**src/logic/debug_entry_regs.svh**
```systemverilog
`ifndef DEBUG_ENTRY_REGS_SVH
`define DEBUG_ENTRY_REGS_SVH

// special register numbers of the two registers
`define CAUSE_SPR 10'h094
`define ENABLE_SPR 10'h095

// bit positions, numbered from the most significant bit (bit 0)
`define BIT_RESET 1
`define BIT_CHECKSTOP 2
`define BIT_MACHINE_CHECK 3
`define BIT_EXT_IRQ 6
`define BIT_ALIGNMENT 7
`define BIT_PROGRAM 8
`define BIT_FP_UNAVAIL 9
`define BIT_DECREMENTER 10
`define BIT_SYSCALL 13
`define BIT_TRACE 14
`define BIT_FP_ASSIST 15
`define BIT_SW_EMULATION 17
`define BIT_INSTR_PROTECT 19
`define BIT_DATA_PROTECT 21
`define BIT_LOADSTORE_BP 28
`define BIT_INSTR_BP 29
`define BIT_EXTERNAL_BP 30
`define BIT_DEVPORT_IRQ 31

// implemented bits, shared by both registers; bit 0 is the msb
`define IMPL_MASK 32'h73e7_540f
// reset values
`define CAUSE_RESET 32'h0000_0000
`define ENABLE_RESET 32'h2002_000f

`endif

```
**src/logic/debug_entry_pkg.sv**
```systemverilog
package debug_entry_pkg;

  // one level per event source, high while the source asserts
  typedef struct packed {
    logic resetEvt;
    logic checkstop;
    logic machineCheck;
    logic extIrq;
    logic alignment;
    logic programExc;
    logic fpUnavail;
    logic decrementer;
    logic syscall;
    logic trace;
    logic fpAssist;
    logic swEmulation;
    logic instrProtect;
    logic dataProtect;
    logic loadstoreBp;
    logic instrBp;
    logic extBpModule;
    logic extBpDevport;
    logic devportNmi;
    logic resetDebugEntry;
  } event_type;

  // special register access from the core
  typedef struct packed {
    logic rd;
    logic wr;
    logic [9:0] num;
    logic [31:0] wdata;
  } spr_req_type;

  typedef enum logic [1:0] {
    SPR_NONE = 2'b00,
    SPR_CAUSE = 2'b01,
    SPR_ENABLE = 2'b10
  } spr_sel_type;

endpackage

```
**src/logic/debug_entry_cause_mask.sv**
```systemverilog
`timescale 1ns/1ps
`include "debug_entry_regs.svh"

// Functional notes
// RULE_01: load/store breakpoint sets cause bit 28
// RULE_02: instruction breakpoint sets cause bit 29
// RULE_03: any external breakpoint source sets bit 30
// RULE_04: debug station request or reset entry sets 31
// RULE_05: entry needs debug enabled and enable bit
// RULE_06: one enable bit per source, 1 permits
// RULE_07: reset event enable resets to 0
// RULE_08: checkstop enable resets to 1
// RULE_09: machine check enable resets to 0
// RULE_10: external irq, alignment enables reset 0
// RULE_11: program, fp unavailable, decrementer reset 0
// RULE_12: system call enable resets to 0
// RULE_13: trace enable resets to 1
// RULE_14: fp assist, software emulation reset 0
// RULE_15: protection error enables reset to 0
// RULE_16: breakpoint enables 28 and 29 reset 1
// RULE_17: external breakpoint enable gates all, resets 1
// RULE_18: development port irq enable resets 1
// RULE_19: reading cause register clears all bits; kept if debug enabled and not in debug mode
// RULE_20: writes to cause register are ignored
// RULE_21: cause register clears to zero on reset
// RULE_22: every set cause bit qualified by mask
// RULE_23: reserved bits read zero, ignore writes
// RULE_24: request is OR of cause AND mask, qualified

module debug_entry_cause_mask #(
  parameter int SPR_W = 10,
  parameter logic [9:0] CAUSE_NUM = `CAUSE_SPR,
  parameter logic [9:0] ENABLE_NUM = `ENABLE_SPR
) (
  input wire logic core_clk, // core clock, 20 MHz
  input wire logic rstn, // synchronous reset, active low
  input wire debug_entry_pkg::event_type events, // event levels from the core
  input wire logic extBpPin, // external breakpoint pin, asynchronous
  input wire logic debugModeEn, // debug mode globally enabled
  input wire logic inDebugMode, // core is in debug mode
  input wire debug_entry_pkg::spr_req_type sprReq, // register access
  output logic [31:0] sprRdata, // read data, valid with sprAck
  output logic sprAck, // one-cycle answer to a mapped access
  output logic debugEntryReq, // request to enter debug mode
  output logic [31:0] causeFlags, // current cause register
  output logic [31:0] enableMask // current enable register
);

  localparam int W = 32;

  if (SPR_W != 10)
  begin : g_check_width
    $error("register number width must be 10");
  end
  if (CAUSE_NUM == ENABLE_NUM)
  begin : g_check_nums
    $error("the two registers need distinct numbers");
  end

  // documented bit n (0 = msb) sits at vector index W-1-n
  function automatic int unsigned idx(input int unsigned n);
    idx = W - 1 - n;
  endfunction

  // decode of a register number, used for reads and writes
  function automatic debug_entry_pkg::spr_sel_type decode(input logic [9:0] num);
    if (num == CAUSE_NUM)
    begin
      decode = debug_entry_pkg::SPR_CAUSE;
    end
    else if (num == ENABLE_NUM)
    begin
      decode = debug_entry_pkg::SPR_ENABLE;
    end
    else
    begin
      decode = debug_entry_pkg::SPR_NONE;
    end
  endfunction

  // external pin synchroniser
  logic extBpMeta_q;
  logic extBpSync_q;

  always_ff @(posedge core_clk)
  begin
    if (!rstn)
    begin
      extBpMeta_q <= 1'b0;
      extBpSync_q <= 1'b0;
    end
    else
    begin
      extBpMeta_q <= extBpPin;
      extBpSync_q <= extBpMeta_q;
    end
  end

  // map the event sources onto cause bit positions
  logic [W-1:0] setVec;

  always_comb
  begin
    setVec = '0;
    setVec[idx(`BIT_RESET)] = events.resetEvt;
    setVec[idx(`BIT_CHECKSTOP)] = events.checkstop;
    setVec[idx(`BIT_MACHINE_CHECK)] = events.machineCheck;
    setVec[idx(`BIT_EXT_IRQ)] = events.extIrq;
    setVec[idx(`BIT_ALIGNMENT)] = events.alignment;
    setVec[idx(`BIT_PROGRAM)] = events.programExc;
    setVec[idx(`BIT_FP_UNAVAIL)] = events.fpUnavail;
    setVec[idx(`BIT_DECREMENTER)] = events.decrementer;
    setVec[idx(`BIT_SYSCALL)] = events.syscall;
    setVec[idx(`BIT_TRACE)] = events.trace;
    setVec[idx(`BIT_FP_ASSIST)] = events.fpAssist;
    setVec[idx(`BIT_SW_EMULATION)] = events.swEmulation;
    setVec[idx(`BIT_INSTR_PROTECT)] = events.instrProtect;
    setVec[idx(`BIT_DATA_PROTECT)] = events.dataProtect;
    setVec[idx(`BIT_LOADSTORE_BP)] = events.loadstoreBp; // RULE_01
    setVec[idx(`BIT_INSTR_BP)] = events.instrBp; // RULE_02
    setVec[idx(`BIT_EXTERNAL_BP)] = events.extBpModule | events.extBpDevport | extBpSync_q; // RULE_03
    setVec[idx(`BIT_DEVPORT_IRQ)] = events.devportNmi | events.resetDebugEntry; // RULE_04
  end

  // access decode
  debug_entry_pkg::spr_sel_type sel;
  logic causeRead;
  logic enableWrite;

  always_comb
  begin
    sel = decode(sprReq.num);
    causeRead = sprReq.rd && (sel == debug_entry_pkg::SPR_CAUSE);
    enableWrite = sprReq.wr && (sel == debug_entry_pkg::SPR_ENABLE);
  end

  // a read clears the flags outside debug enable or inside debug mode;
  // while enabled but not yet in debug mode the flags survive the read
  // so the pending entry is not lost
  logic readClear;

  always_comb
  begin
    readClear = causeRead && (!debugModeEn || inDebugMode); // RULE_19
  end

  localparam logic [W-1:0] IMPL = `IMPL_MASK;
  localparam logic [W-1:0] CAUSE_RST = `CAUSE_RESET;
  localparam logic [W-1:0] ENABLE_RST = `ENABLE_RESET;

  // guard the enable reset word against a header edit that flips one default
  if (ENABLE_RST[W - 1 - `BIT_RESET] != 1'b0) // RULE_07
  begin : g_rst_reset
    $error("reset event enable must reset to 0");
  end
  if (ENABLE_RST[W - 1 - `BIT_CHECKSTOP] != 1'b1) // RULE_08
  begin : g_rst_checkstop
    $error("checkstop enable must reset to 1");
  end
  if (ENABLE_RST[W - 1 - `BIT_MACHINE_CHECK] != 1'b0) // RULE_09
  begin : g_rst_machine_check
    $error("machine check enable must reset to 0");
  end
  if (ENABLE_RST[W - 1 - `BIT_EXT_IRQ] != 1'b0) // RULE_10
  begin : g_rst_ext_irq
    $error("external irq enable must reset to 0");
  end
  if (ENABLE_RST[W - 1 - `BIT_ALIGNMENT] != 1'b0) // RULE_10
  begin : g_rst_alignment
    $error("alignment enable must reset to 0");
  end
  if (ENABLE_RST[W - 1 - `BIT_PROGRAM] != 1'b0) // RULE_11
  begin : g_rst_program
    $error("program exception enable must reset to 0");
  end
  if (ENABLE_RST[W - 1 - `BIT_FP_UNAVAIL] != 1'b0) // RULE_11
  begin : g_rst_fp_unavail
    $error("fp unavailable enable must reset to 0");
  end
  if (ENABLE_RST[W - 1 - `BIT_DECREMENTER] != 1'b0) // RULE_11
  begin : g_rst_decrementer
    $error("decrementer enable must reset to 0");
  end
  if (ENABLE_RST[W - 1 - `BIT_SYSCALL] != 1'b0) // RULE_12
  begin : g_rst_syscall
    $error("system call enable must reset to 0");
  end
  if (ENABLE_RST[W - 1 - `BIT_TRACE] != 1'b1) // RULE_13
  begin : g_rst_trace
    $error("trace enable must reset to 1");
  end
  if (ENABLE_RST[W - 1 - `BIT_FP_ASSIST] != 1'b0) // RULE_14
  begin : g_rst_fp_assist
    $error("fp assist enable must reset to 0");
  end
  if (ENABLE_RST[W - 1 - `BIT_SW_EMULATION] != 1'b0) // RULE_14
  begin : g_rst_sw_emulation
    $error("software emulation enable must reset to 0");
  end
  if (ENABLE_RST[W - 1 - `BIT_INSTR_PROTECT] != 1'b0) // RULE_15
  begin : g_rst_instr_protect
    $error("instruction protection enable must reset to 0");
  end
  if (ENABLE_RST[W - 1 - `BIT_DATA_PROTECT] != 1'b0) // RULE_15
  begin : g_rst_data_protect
    $error("data protection enable must reset to 0");
  end
  if (ENABLE_RST[W - 1 - `BIT_LOADSTORE_BP] != 1'b1) // RULE_16
  begin : g_rst_loadstore_bp
    $error("load/store breakpoint enable must reset to 1");
  end
  if (ENABLE_RST[W - 1 - `BIT_INSTR_BP] != 1'b1) // RULE_16
  begin : g_rst_instr_bp
    $error("instruction breakpoint enable must reset to 1");
  end
  if (ENABLE_RST[W - 1 - `BIT_EXTERNAL_BP] != 1'b1) // RULE_17
  begin : g_rst_external_bp
    $error("external breakpoint enable must reset to 1");
  end
  if (ENABLE_RST[W - 1 - `BIT_DEVPORT_IRQ] != 1'b1) // RULE_18
  begin : g_rst_devport_irq
    $error("development port irq enable must reset to 1");
  end

  logic [W-1:0] cause_q;
  logic [W-1:0] enable_q;

  // one sticky flag per bit; reserved positions stay zero
  for (genvar b = 0; b < W; b++)
  begin : g_cause
    if (IMPL[b])
    begin : g_flag
      always_ff @(posedge core_clk)
      begin
        if (!rstn)
        begin
          cause_q[b] <= CAUSE_RST[b]; // RULE_21
        end
        else if (setVec[b])
        begin
          // a set in the clearing cycle wins over the read clear
          cause_q[b] <= 1'b1;
        end
        else if (readClear)
        begin
          cause_q[b] <= 1'b0; // RULE_19
        end
      end
    end
    else
    begin : g_reserved
      always_ff @(posedge core_clk)
      begin
        cause_q[b] <= 1'b0; // RULE_23
      end
    end
  end

  // no write path reaches cause_q: writes to it are acknowledged only
  // RULE_20

  // enable register, one mask bit per source
  for (genvar b = 0; b < W; b++)
  begin : g_enable
    if (IMPL[b])
    begin : g_bit
      always_ff @(posedge core_clk)
      begin
        if (!rstn)
        begin
          enable_q[b] <= ENABLE_RST[b]; // RULE_07 RULE_08 RULE_09 RULE_10 RULE_11 RULE_12
        end
        else if (enableWrite)
        begin
          enable_q[b] <= sprReq.wdata[b]; // RULE_06
        end
      end
    end
    else
    begin : g_reserved
      always_ff @(posedge core_clk)
      begin
        enable_q[b] <= 1'b0; // RULE_23
      end
    end
  end

  // register read port, answered one cycle after the access
  always_ff @(posedge core_clk)
  begin
    if (!rstn)
    begin
      sprAck <= 1'b0;
      sprRdata <= '0;
    end
    else
    begin
      sprAck <= (sprReq.rd || sprReq.wr) && (sel != debug_entry_pkg::SPR_NONE);
      case (sel)
        debug_entry_pkg::SPR_CAUSE:
        begin
          sprRdata <= sprReq.rd ? cause_q : '0;
        end
        debug_entry_pkg::SPR_ENABLE:
        begin
          sprRdata <= sprReq.rd ? enable_q : '0;
        end
        default:
        begin
          sprRdata <= '0;
        end
      endcase
    end
  end

  // entry request; a flag whose enable bit is clear stays recorded
  // but never requests entry
  logic anyQualified;

  always_comb
  begin
    anyQualified = |(cause_q & enable_q); // RULE_24 RULE_22 RULE_17
  end

  always_ff @(posedge core_clk)
  begin
    if (!rstn)
    begin
      debugEntryReq <= 1'b0;
    end
    else
    begin
      debugEntryReq <= debugModeEn && anyQualified; // RULE_05 RULE_22
    end
  end

  // register mirrors for the core
  always_ff @(posedge core_clk)
  begin
    if (!rstn)
    begin
      causeFlags <= '0;
      enableMask <= ENABLE_RST;
    end
    else
    begin
      causeFlags <= cause_q;
      enableMask <= enable_q;
    end
  end

endmodule

```
**config.mk**
```make
export PLATFORM = sky130hd
export DESIGN_NAME = debug_entry_cause_mask
export DESIGN_NICKNAME = d
export VERILOG_FILES = /design/src/logic/debug_entry_pkg.sv /design/src/logic/debug_entry_cause_mask.sv
export VERILOG_INCLUDE_DIRS = /design/src /design/src/logic
export SDC_FILE = /design/constraint.sdc
export NUM_CORES = 1
export LEC_CHECK = 0
export BUFFER_PORTS_ARGS = -buffer_cell sky130_fd_sc_hd__clkbuf_2
export CAP_MARGIN = 10
export CORE_UTILIZATION = 30
export CTS_BUF_LIST = sky130_fd_sc_hd__clkbuf_4 sky130_fd_sc_hd__clkbuf_8
export DETAILED_ROUTE_END_ITERATION = 12
export MAX_ROUTING_LAYER = met4
export PLACE_DENSITY = 0.62
export SLEW_MARGIN = 40
export SYNTH_ARGS = -nofsm -noshare
export SYNTH_HDL_FRONTEND = slang
export SYNTH_SLANG_ARGS = --single-unit
```
**constraint.sdc**
```tcl
create_clock -name core_clk -period 3.95 [get_ports core_clk]
set_clock_uncertainty 0.1 [all_clocks]
set_input_delay 0 -clock core_clk [delete_from_list [all_inputs] [get_ports core_clk]]
set_output_delay 0 -clock core_clk [all_outputs]
set_load 0.03 [all_outputs]
```
# [Word level (Yosys, flattened, before mapping)]
# Index checks and enable logic that the tools add are counted.
# W data, S select, Z words.
[word_totals] ff_bits=136 elab_cells=105 inputBits=69
[classes] n_bitwise=4 n_reduce_logical=28 n_mux=24 eq_ne=4
[ops] cell="$mux W31" count=2
[ops] cell="$pmux W31 S2" count=1
[ops] cell="$reduce_bool A2 Y1" count=19
[ops] cell="$reduce_or A32 Y1" count=1
[ops] cell="$and A31 B31 Y31" count=1
[ops] cell="$eq A10 B8 Y1 const B" count=2
[ops] cell="$mux W1" count=19
[ops] cell="$logic_and A1 B1 Y1" count=5
[ops] cell="$mux W2" count=2
[ops] cell="$or A1 B1 Y1" count=3
[ops] cell="$eq A2 B1 Y1 const B" count=1
[ops] cell="$eq A2 B2 Y1 const B" count=1
[ops] cell="$logic_or A1 B1 Y1" count=2
[ops] cell="$logic_not A1 Y1" count=1

# [Longest topological paths before layout]
# Gate-level depths: netlist (run 1).
[depth] depth_word=8 mapped_depth=6 depth_no_buf=4

# [Worst setup path before layout (run 1)]
# OpenSTA, ideal clock, no wires.
[synth_path] path_type="input to register" from="input port sprReq[35] (netlist bit)" to="register enable_q[0]" n_path_buf=1 t_arrival_ns=1.303 path_slack_ns=2.426 path_stages=5 setup_ns=0.121 path_cell_list="or3b_1 -> nor4_4 -> and3_1 -> buf_6 -> mux2_2"
[synth_via] elab_chain_cells=5 elab_cells_between_ends=6 cone_classes="eq/ne: 3; mux: 2; reduce/logical: 1"
[synth_lines] element="start, declared" line="debug_entry_cause_mask.sv:41" text="input wire debug_entry_pkg::spr_req_type sprReq,"
[synth_lines] element="$eq A10 B8 Y1" line="debug_entry_cause_mask.sv:71" text="else if (num == ENABLE_NUM)"
[synth_lines] element="$mux W2" line="debug_entry_cause_mask.sv:71"
[synth_lines] element="$mux W2 *" line="debug_entry_cause_mask.sv:67" text="if (num == CAUSE_NUM)"
[synth_lines] element="$eq A2 B2 Y1 *" line="debug_entry_cause_mask.sv:134" text="enableWrite = sprReq.wr && (sel == debug_entry_pkg::SPR_ENABLE);"
[synth_lines] element="$logic_and A1 B1 Y1 *" line="debug_entry_cause_mask.sv:134"
[synth_lines] element="end signal, assigned by index" line="debug_entry_cause_mask.sv:271" text="enable_q[b] <= ENABLE_RST[b];"
[synth_lines] element="end signal, assigned by index" line="debug_entry_cause_mask.sv:275" text="enable_q[b] <= sprReq.wdata[b];"
[synth_lines] element="end, declared" line="debug_entry_cause_mask.sv:226" text="logic [W-1:0] enable_q;"
# Every way passes the cells marked *; elsewhere a longest branch is shown, timed or not.
# A chain may end at the register's enable or synchronous reset.

# [Final worst setup path (run 1)]
# Same ends and word-level chain as after synthesis.

==> results.cfg, run 1 <==
[critical_path]
critPathSlowestCell = and3_1
path_class = in2reg
worst_setup_path_start_kind = primary input
ff2ff_setup_slack_ns = 2.39
r2r-start = extBpSync_q
path_delay_family = simple AND/OR/NAND/NOR gates
arrival_ns = 2.08
slowest_delay_ns = 0.57
critical_path_buf_inv_count = 2
crit_path_cell_trace = clkbuf_2 > or3b_1 > nor4_4 > and3_1 > buf_4 > mux2_2
critical_path_peak_fanout = 10
critPathLaunch = sprReq[35]
cp_data_required_time_ns = 4.10
critical_path.endpoint_type = register

[power]
p_leak_nw = 2.20
power_density_mw_per_mm2 = 411
vdd_ir_drop_max_v = 0.000199

[die]
die_height_um = 109
core_sq_mm = 0.0110
io_pins = 167
floorplan.initialDensity_pct = 31.2
die-width_um = 109
floorplan.die_area_sq_mm = 0.0118
site_rows = 38

[clocking]
tritoncts.num_buffers = 9
cts_max_path_buffers = 2
worstSkewPairLatency_ns = 0.35
tritoncts = built
numClockSinks = 94
clkSlewWorstSetupHoldPaths_ns = 0.10
cts.repair_timing.setup_buffer_count = 0
cts_root_buffer = clkbuf_8
htreeDepth = 3

[hold_path]
hold_path_class = in2reg
critical_hold_path_startpoint = rstn

[yosys]
synthDistinctLibCells = 32
ys.warnings.count = 0
ys_seq_elements = 94
synth_sequential_area_ratio_pct = 55.0
post_synth_instance_area_sq_mm = 0.00342
syn_inst = 315
post_synth.cell_area_avg_sq_um = 10.9

[timing]
timing.final.crit_share_pct = 48.8
finalHoldWorstSlack_ns = 0.0987
final_hold_viol_count = 0
timing.final.crit_period_ns = 1.93
finalSetupTns_ns = 0
timing.final.max_slew_violations = 0
timing_worst_slew_pin_value_ns = 0.726
max_freq_mhz = 519
setup_viol = 0
rsz0062_at_grt = false
slew_headroom_pct = 51.6

[grt]
globalRoute.busiestLayer = met2
grt_usage_pct = 13.9
met3_track_demand_over_resource_pct = 2.87
wire_length_of_the_first_global_routing_pass_mm = 11.7
initial_antenna_violation_count = 0
grt_max_degree = 78
met2_usage_pct = 23.1
global_route.usage.met1_pct = 16.2
vias_in_the_first_global_route = 2311
grt-ovfl-total = 0

[layout]
diodes = 0
final_net_count = 534
final_layout_size_suffix_gt1_share_pct = 29.6
signed_area_change_from_the_synthesized_netlist_to_the_final_layout_pct = 32.9

[route]
vias_per_cell = 4.08
drt_iter0_drc = 76
avgRoutedWirePerCell_um = 12.5
drtAntennaViolNets = 0
drt_wl_total_mm = 7.65
number_of_design_rule_violations_left_after_detail_routing = 0
length_of_the_first_detailed_routing_pass_in_iterations = 4
detailroute.via_count = 2491

[status]
status = completed

[placed_design]
post-dp-hpwl_mm = 5.16
io_buf_count = 110
routabilityCongestion = 0.731

[job]
maxCapViolCount = 0
## cell families after synthesis
group           after synthesis  share of synthesized area (%)
buf+inv                      68                           12.8
other cells                   1                          0.110
compound gates               31                           7.75
mux                          36                           10.7
simple gates                 85                           13.6
flops                        94                           55.0
## per-layer routing
layer / wire length [um] / up-vias
met5: 0 / -
met1: 3360 / 1135
met3: 413 / 5
li1: - / 1253
met4: 89 / 0
met2: 3790 / 98
## path summary, 6_finish.rpt
check                                   end  cells after the start
worst max-delay path            enable_q[0]                      6
worst min register to register  extBpSync_q                      1
worst min-delay path            cause_q[22]                      3
worst max register to register   cause_q[1]                      3
## worst min-delay path: stages
cell      delay [ns]
clkbuf_2        0.09
a21boi_4        0.22
a22o_1          0.20
## state kept, by name (all words and copies together) (netlist names)
register       count
causeFlags        18
cause_q           18
enableMask        18
enable_q          18
sprRdata          18
debugEntryReq      1
extBpMeta_q        1
extBpSync_q        1
sprAck             1
## synth_stat cells
cell	count	share of area [%]
a21bo_2	1	0.29
a21boi_2	1	0.33
a221oi_1	1	0.26
a22o_1	18	4.6
a22oi_1	7	1.5
and2_1	20	3.7
and3_1	1	0.18
buf_1	3	0.33
buf_12	1	0.58
buf_2	2	0.29
buf_4	42	9.2
buf_6	1	0.33
clkbuf_1	7	0.77
conb_1	1	0.11
dfxtp_1	94	55
inv_1	12	1.3
mux2_2	6	2.0
mux2i_1	30	8.8
nand2_1	25	2.7
nand2b_1	12	2.2
nand3_1	2	0.29
nand3_2	1	0.29
nand4bb_4	1	0.80
nor2_1	18	2.0
nor2b_1	1	0.18
nor3b_1	1	0.22
nor4_4	1	0.62
o211a_1	1	0.29
o21ai_0	1	0.15
o311a_1	1	0.29
or3_1	1	0.18
or3b_1	1	0.26
## power breakdown
group | switching [mW] | total, mW | internal, mW
logic | 0.136 | 0.227 | 0.0909
registers | 0.0206 | 0.999 | 0.979
clock network | 0.347 | 0.642 | 0.295
total | 0.503 | 1.87 | 1.36
## cell type report
class,instances,area (sq um)
clock buffer,9,124
clock inverter,7,72.6
fill,1078,6430
inverter,12,45.0
multi-input combinational,194,1260
sequential,94,1880
tap,140,175
timing repair buffer,154,986
## through the flow
step           power, mW  util (%)  setup WS, ns  cell area [sq um]  instances
4_1_cts             1.90      41.4          2.00               4550        610
2_1_floorplan       1.19         -          2.43               3580        356
6_report            1.87      41.4          2.02               4550        610
3_5_place_dp        1.22      35.8          1.61               3930        552
5_1_grt             1.97      41.4          1.92               4550        610
3_3_place_gp        1.21      35.7          1.67               3920        552
## placed cells by master, fill, tap and decap left out, types with 6 or more instances in the layout
cell type	count
a22o_1	18
a22oi_1	7
and2_1	20
clkbuf_2	110
clkbuf_8	9
conb_1	42
dfxtp_1	94
dlygate4sd3_1	42
inv_1	12
mux2_2	6
mux2i_1	30
nand2_1	25
nand2b_1	12
nor2_1	18
## repair_timing
item / CTS / global route
hold buffers: 42 / 0
endpoints found under the hold margin: 39 / 0
gates resized for setup: 0 / 0
Note: power is estimated with default switching activity, not from simulation.
==> run 2: changes to the inputs <==
- PLACE_DENSITY: 0.62 -> 0.64
- clock period: 3.95 -> 1.7 ns (I/O delays scaled with it)
==> run 2 against run 1 <==
Net effect: combinational power increased by 130%; sequential power increased by 130%; via count increased by 0.60%; sequential share of layout area decreased by 0.84 points; routed wire length increased by 0.43%; critical path type unchanged; largest cell class unchanged.
==> results.cfg, run 2 (synthesis gave the netlist of run 1 again) <==
[status]
status = completed

[route]
length_of_the_first_detailed_routing_pass_in_iterations = 4
drt_wl_total_mm = 7.68
vias_per_cell = 4.06
number_of_design_rule_violations_left_after_detail_routing = 0
detailroute.via_count = 2506
drt_iter0_drc = 78
drtAntennaViolNets = 0
avgRoutedWirePerCell_um = 12.4

[power]
clock_power_share_pct = 37.4
vdd_ir_drop_max_v = 0.000419
netSwitchingFraction_pct = 24.3
power_density_mw_per_mm2 = 982
total_power_mw = 4.56
share_comb_of_total_power_pct = 11.6
proportion_of_power_drawn_by_flip_flops_and_latches_pct = 50.9
switching_power_mw = 1.11
p_leak_nw = 2.26
internal_power_mw = 3.45

[layout]
final_common_cell = clkbuf_2
fin_cells = 617
final_area_sq_mm = 0.00464
postLayoutCoreUtil_pct = 42.3
final_layout_size_suffix_gt1_share_pct = 30.6
signed_area_change_from_the_synthesized_netlist_to_the_final_layout_pct = 35.6
layout.cells.most_common_list = clkbuf_2 (110), dfxtp_1 (94), conb_1 (42), dlygate4sd3_1 (42), mux2i_1 (30)
final_net_count = 541
fillCellCount = 1100
diodes = 0
multi_input_comb_area_sq_mm = 0.00126
register_area_sq_mm = 0.00188

[placed_design]
placedCellCount = 559
post-dp-hpwl_mm = 5.36
routabilityCongestion = 0.699
io_buf_count = 110
placedInstanceArea_sq_mm = 0.00398
dp_worst_setup_slack_ns = -0.0334

[die]
die-width_um = 109
die_height_um = 109
floorplan.initialDensity_pct = 31.2
floorplan.die_area_sq_mm = 0.0118
core_sq_mm = 0.0110
site_rows = 38
io_pins = 167

[timing]
slew_headroom_pct = 59.5
finalSetupTns_ns = 0
timing.final.max_slew_violations = 0
final_hold_viol_count = 0
rsz0062_at_grt = false
fin_ws_ns = 0.105
finalHoldWorstSlack_ns = 0.0577
timing.final.crit_period_ns = 1.59
timing.final.crit_share_pct = 93.8
max_freq_mhz = 627
timing_worst_slew_pin_value_ns = 0.606
setup_viol = 0

[grt]
vias_in_the_first_global_route = 2411
grt_usage_pct = 13.8
grt-ovfl-total = 0
initial_antenna_violation_count = 0
grt_max_degree = 49
wire_length_of_the_first_global_routing_pass_mm = 11.7

[critical_path]
critPathSlowestCell = dlygate4sd3_1
cpMostUsedCell = dlygate4sd3_1
slowest_delay_ns = 0.56
worst_setup_path_start_kind = primary input
arrival_ns = 1.76
rr_worst_depth = 3
crit_path_cell_trace = dlygate4sd3_1 > clkbuf_2 > or3_1 > dlygate4sd3_1 > a22o_1
cp_data_required_time_ns = 1.87
critical_path.endpoint_type = register
critical_path_peak_fanout = 1
path_class = in2reg

[clocking]
clkSlewWorstSetupHoldPaths_ns = 0.09
htreeDepth = 3
worstSkewPairLatency_ns = 0.36
cts_max_path_buffers = 2
tritoncts = built
tritoncts.num_buffers = 9
numClockSinks = 94
cts_root_buffer = clkbuf_8

[hold_path]
hold_path_class = in2reg
min_path_cells = 4

[job]
maxCapViolCount = 0
-- run 2: cell types whose count changed in the layout (fill, tap and decap cells not counted) --
| cell | previous run | this run |
|---|---|---|
| buf_4 | 2 | 9 |
| clkbuf_8 | 9 | 12 |
| clkinvlp_4 | 2 | 0 |
| inv_6 | 2 | 0 |
| bufinv_16 | 1 | 2 |
| clkbuf_4 | 0 | 1 |
| clkinv_2 | 2 | 1 |
-- run 2: layout make-up --
type / count / area share [%]
flip-flops and latches: 94 / 40.5
multi-input cells: 194 / 27.2
repair buffers: 161 / 22.4
well taps: 140 / 3.77
clock buffers: 13 / 3.72
clock inverters: 3 / 1.40
inverters: 12 / 0.970
-- run 2: timing repair --
action                    4_1_cts  5_1_grt
gates resized for setup         0        0
hold buffers                   42        0
hold endpoints to repair       39        0
buffers inserted                0        0
-- run 2: path summary, 6_finish.rpt --
path / endpoint / slack, ns / startpoint
worst max-delay path: cause_q[1] / 0.11 / events[2]
worst min-delay path: sprRdata[2] / 0.06 / sprReq[43]
worst max register to register: cause_q[1] / 0.13 / extBpSync_q
worst min register to register: extBpSync_q / 0.36 / extBpMeta_q
-- run 2: worst max-delay path: cells and delay by family --
family	cells	cell delay, ns
AOI/OAI and AO/OA	1	0.22
and+or+nand+nor	1	0.35
buffers and inverters	3	1.19
-- run 2: routing by layer --
metal  vias up  global-route usage, %  wire [um]
met2       108                   22.6       3650
met5         -                      -          0
li1       1264                      -          -
met1      1126                   16.0       3370
met3         8                   4.24        570
met4         0                   4.92         95
-- run 2: power groups by stage --
stage | Combinational, mW | Clock (mW) | Sequential, mW
2_1_floorplan | 0.339 | 0 | 2.42
3_3_place_gp | 0.454 | 0 | 2.37
3_5_place_dp | 0.459 | 0 | 2.38
4_1_cts | 0.534 | 1.76 | 2.32
5_1_grt | 0.573 | 1.86 | 2.34
6_report | 0.531 | 1.71 | 2.32
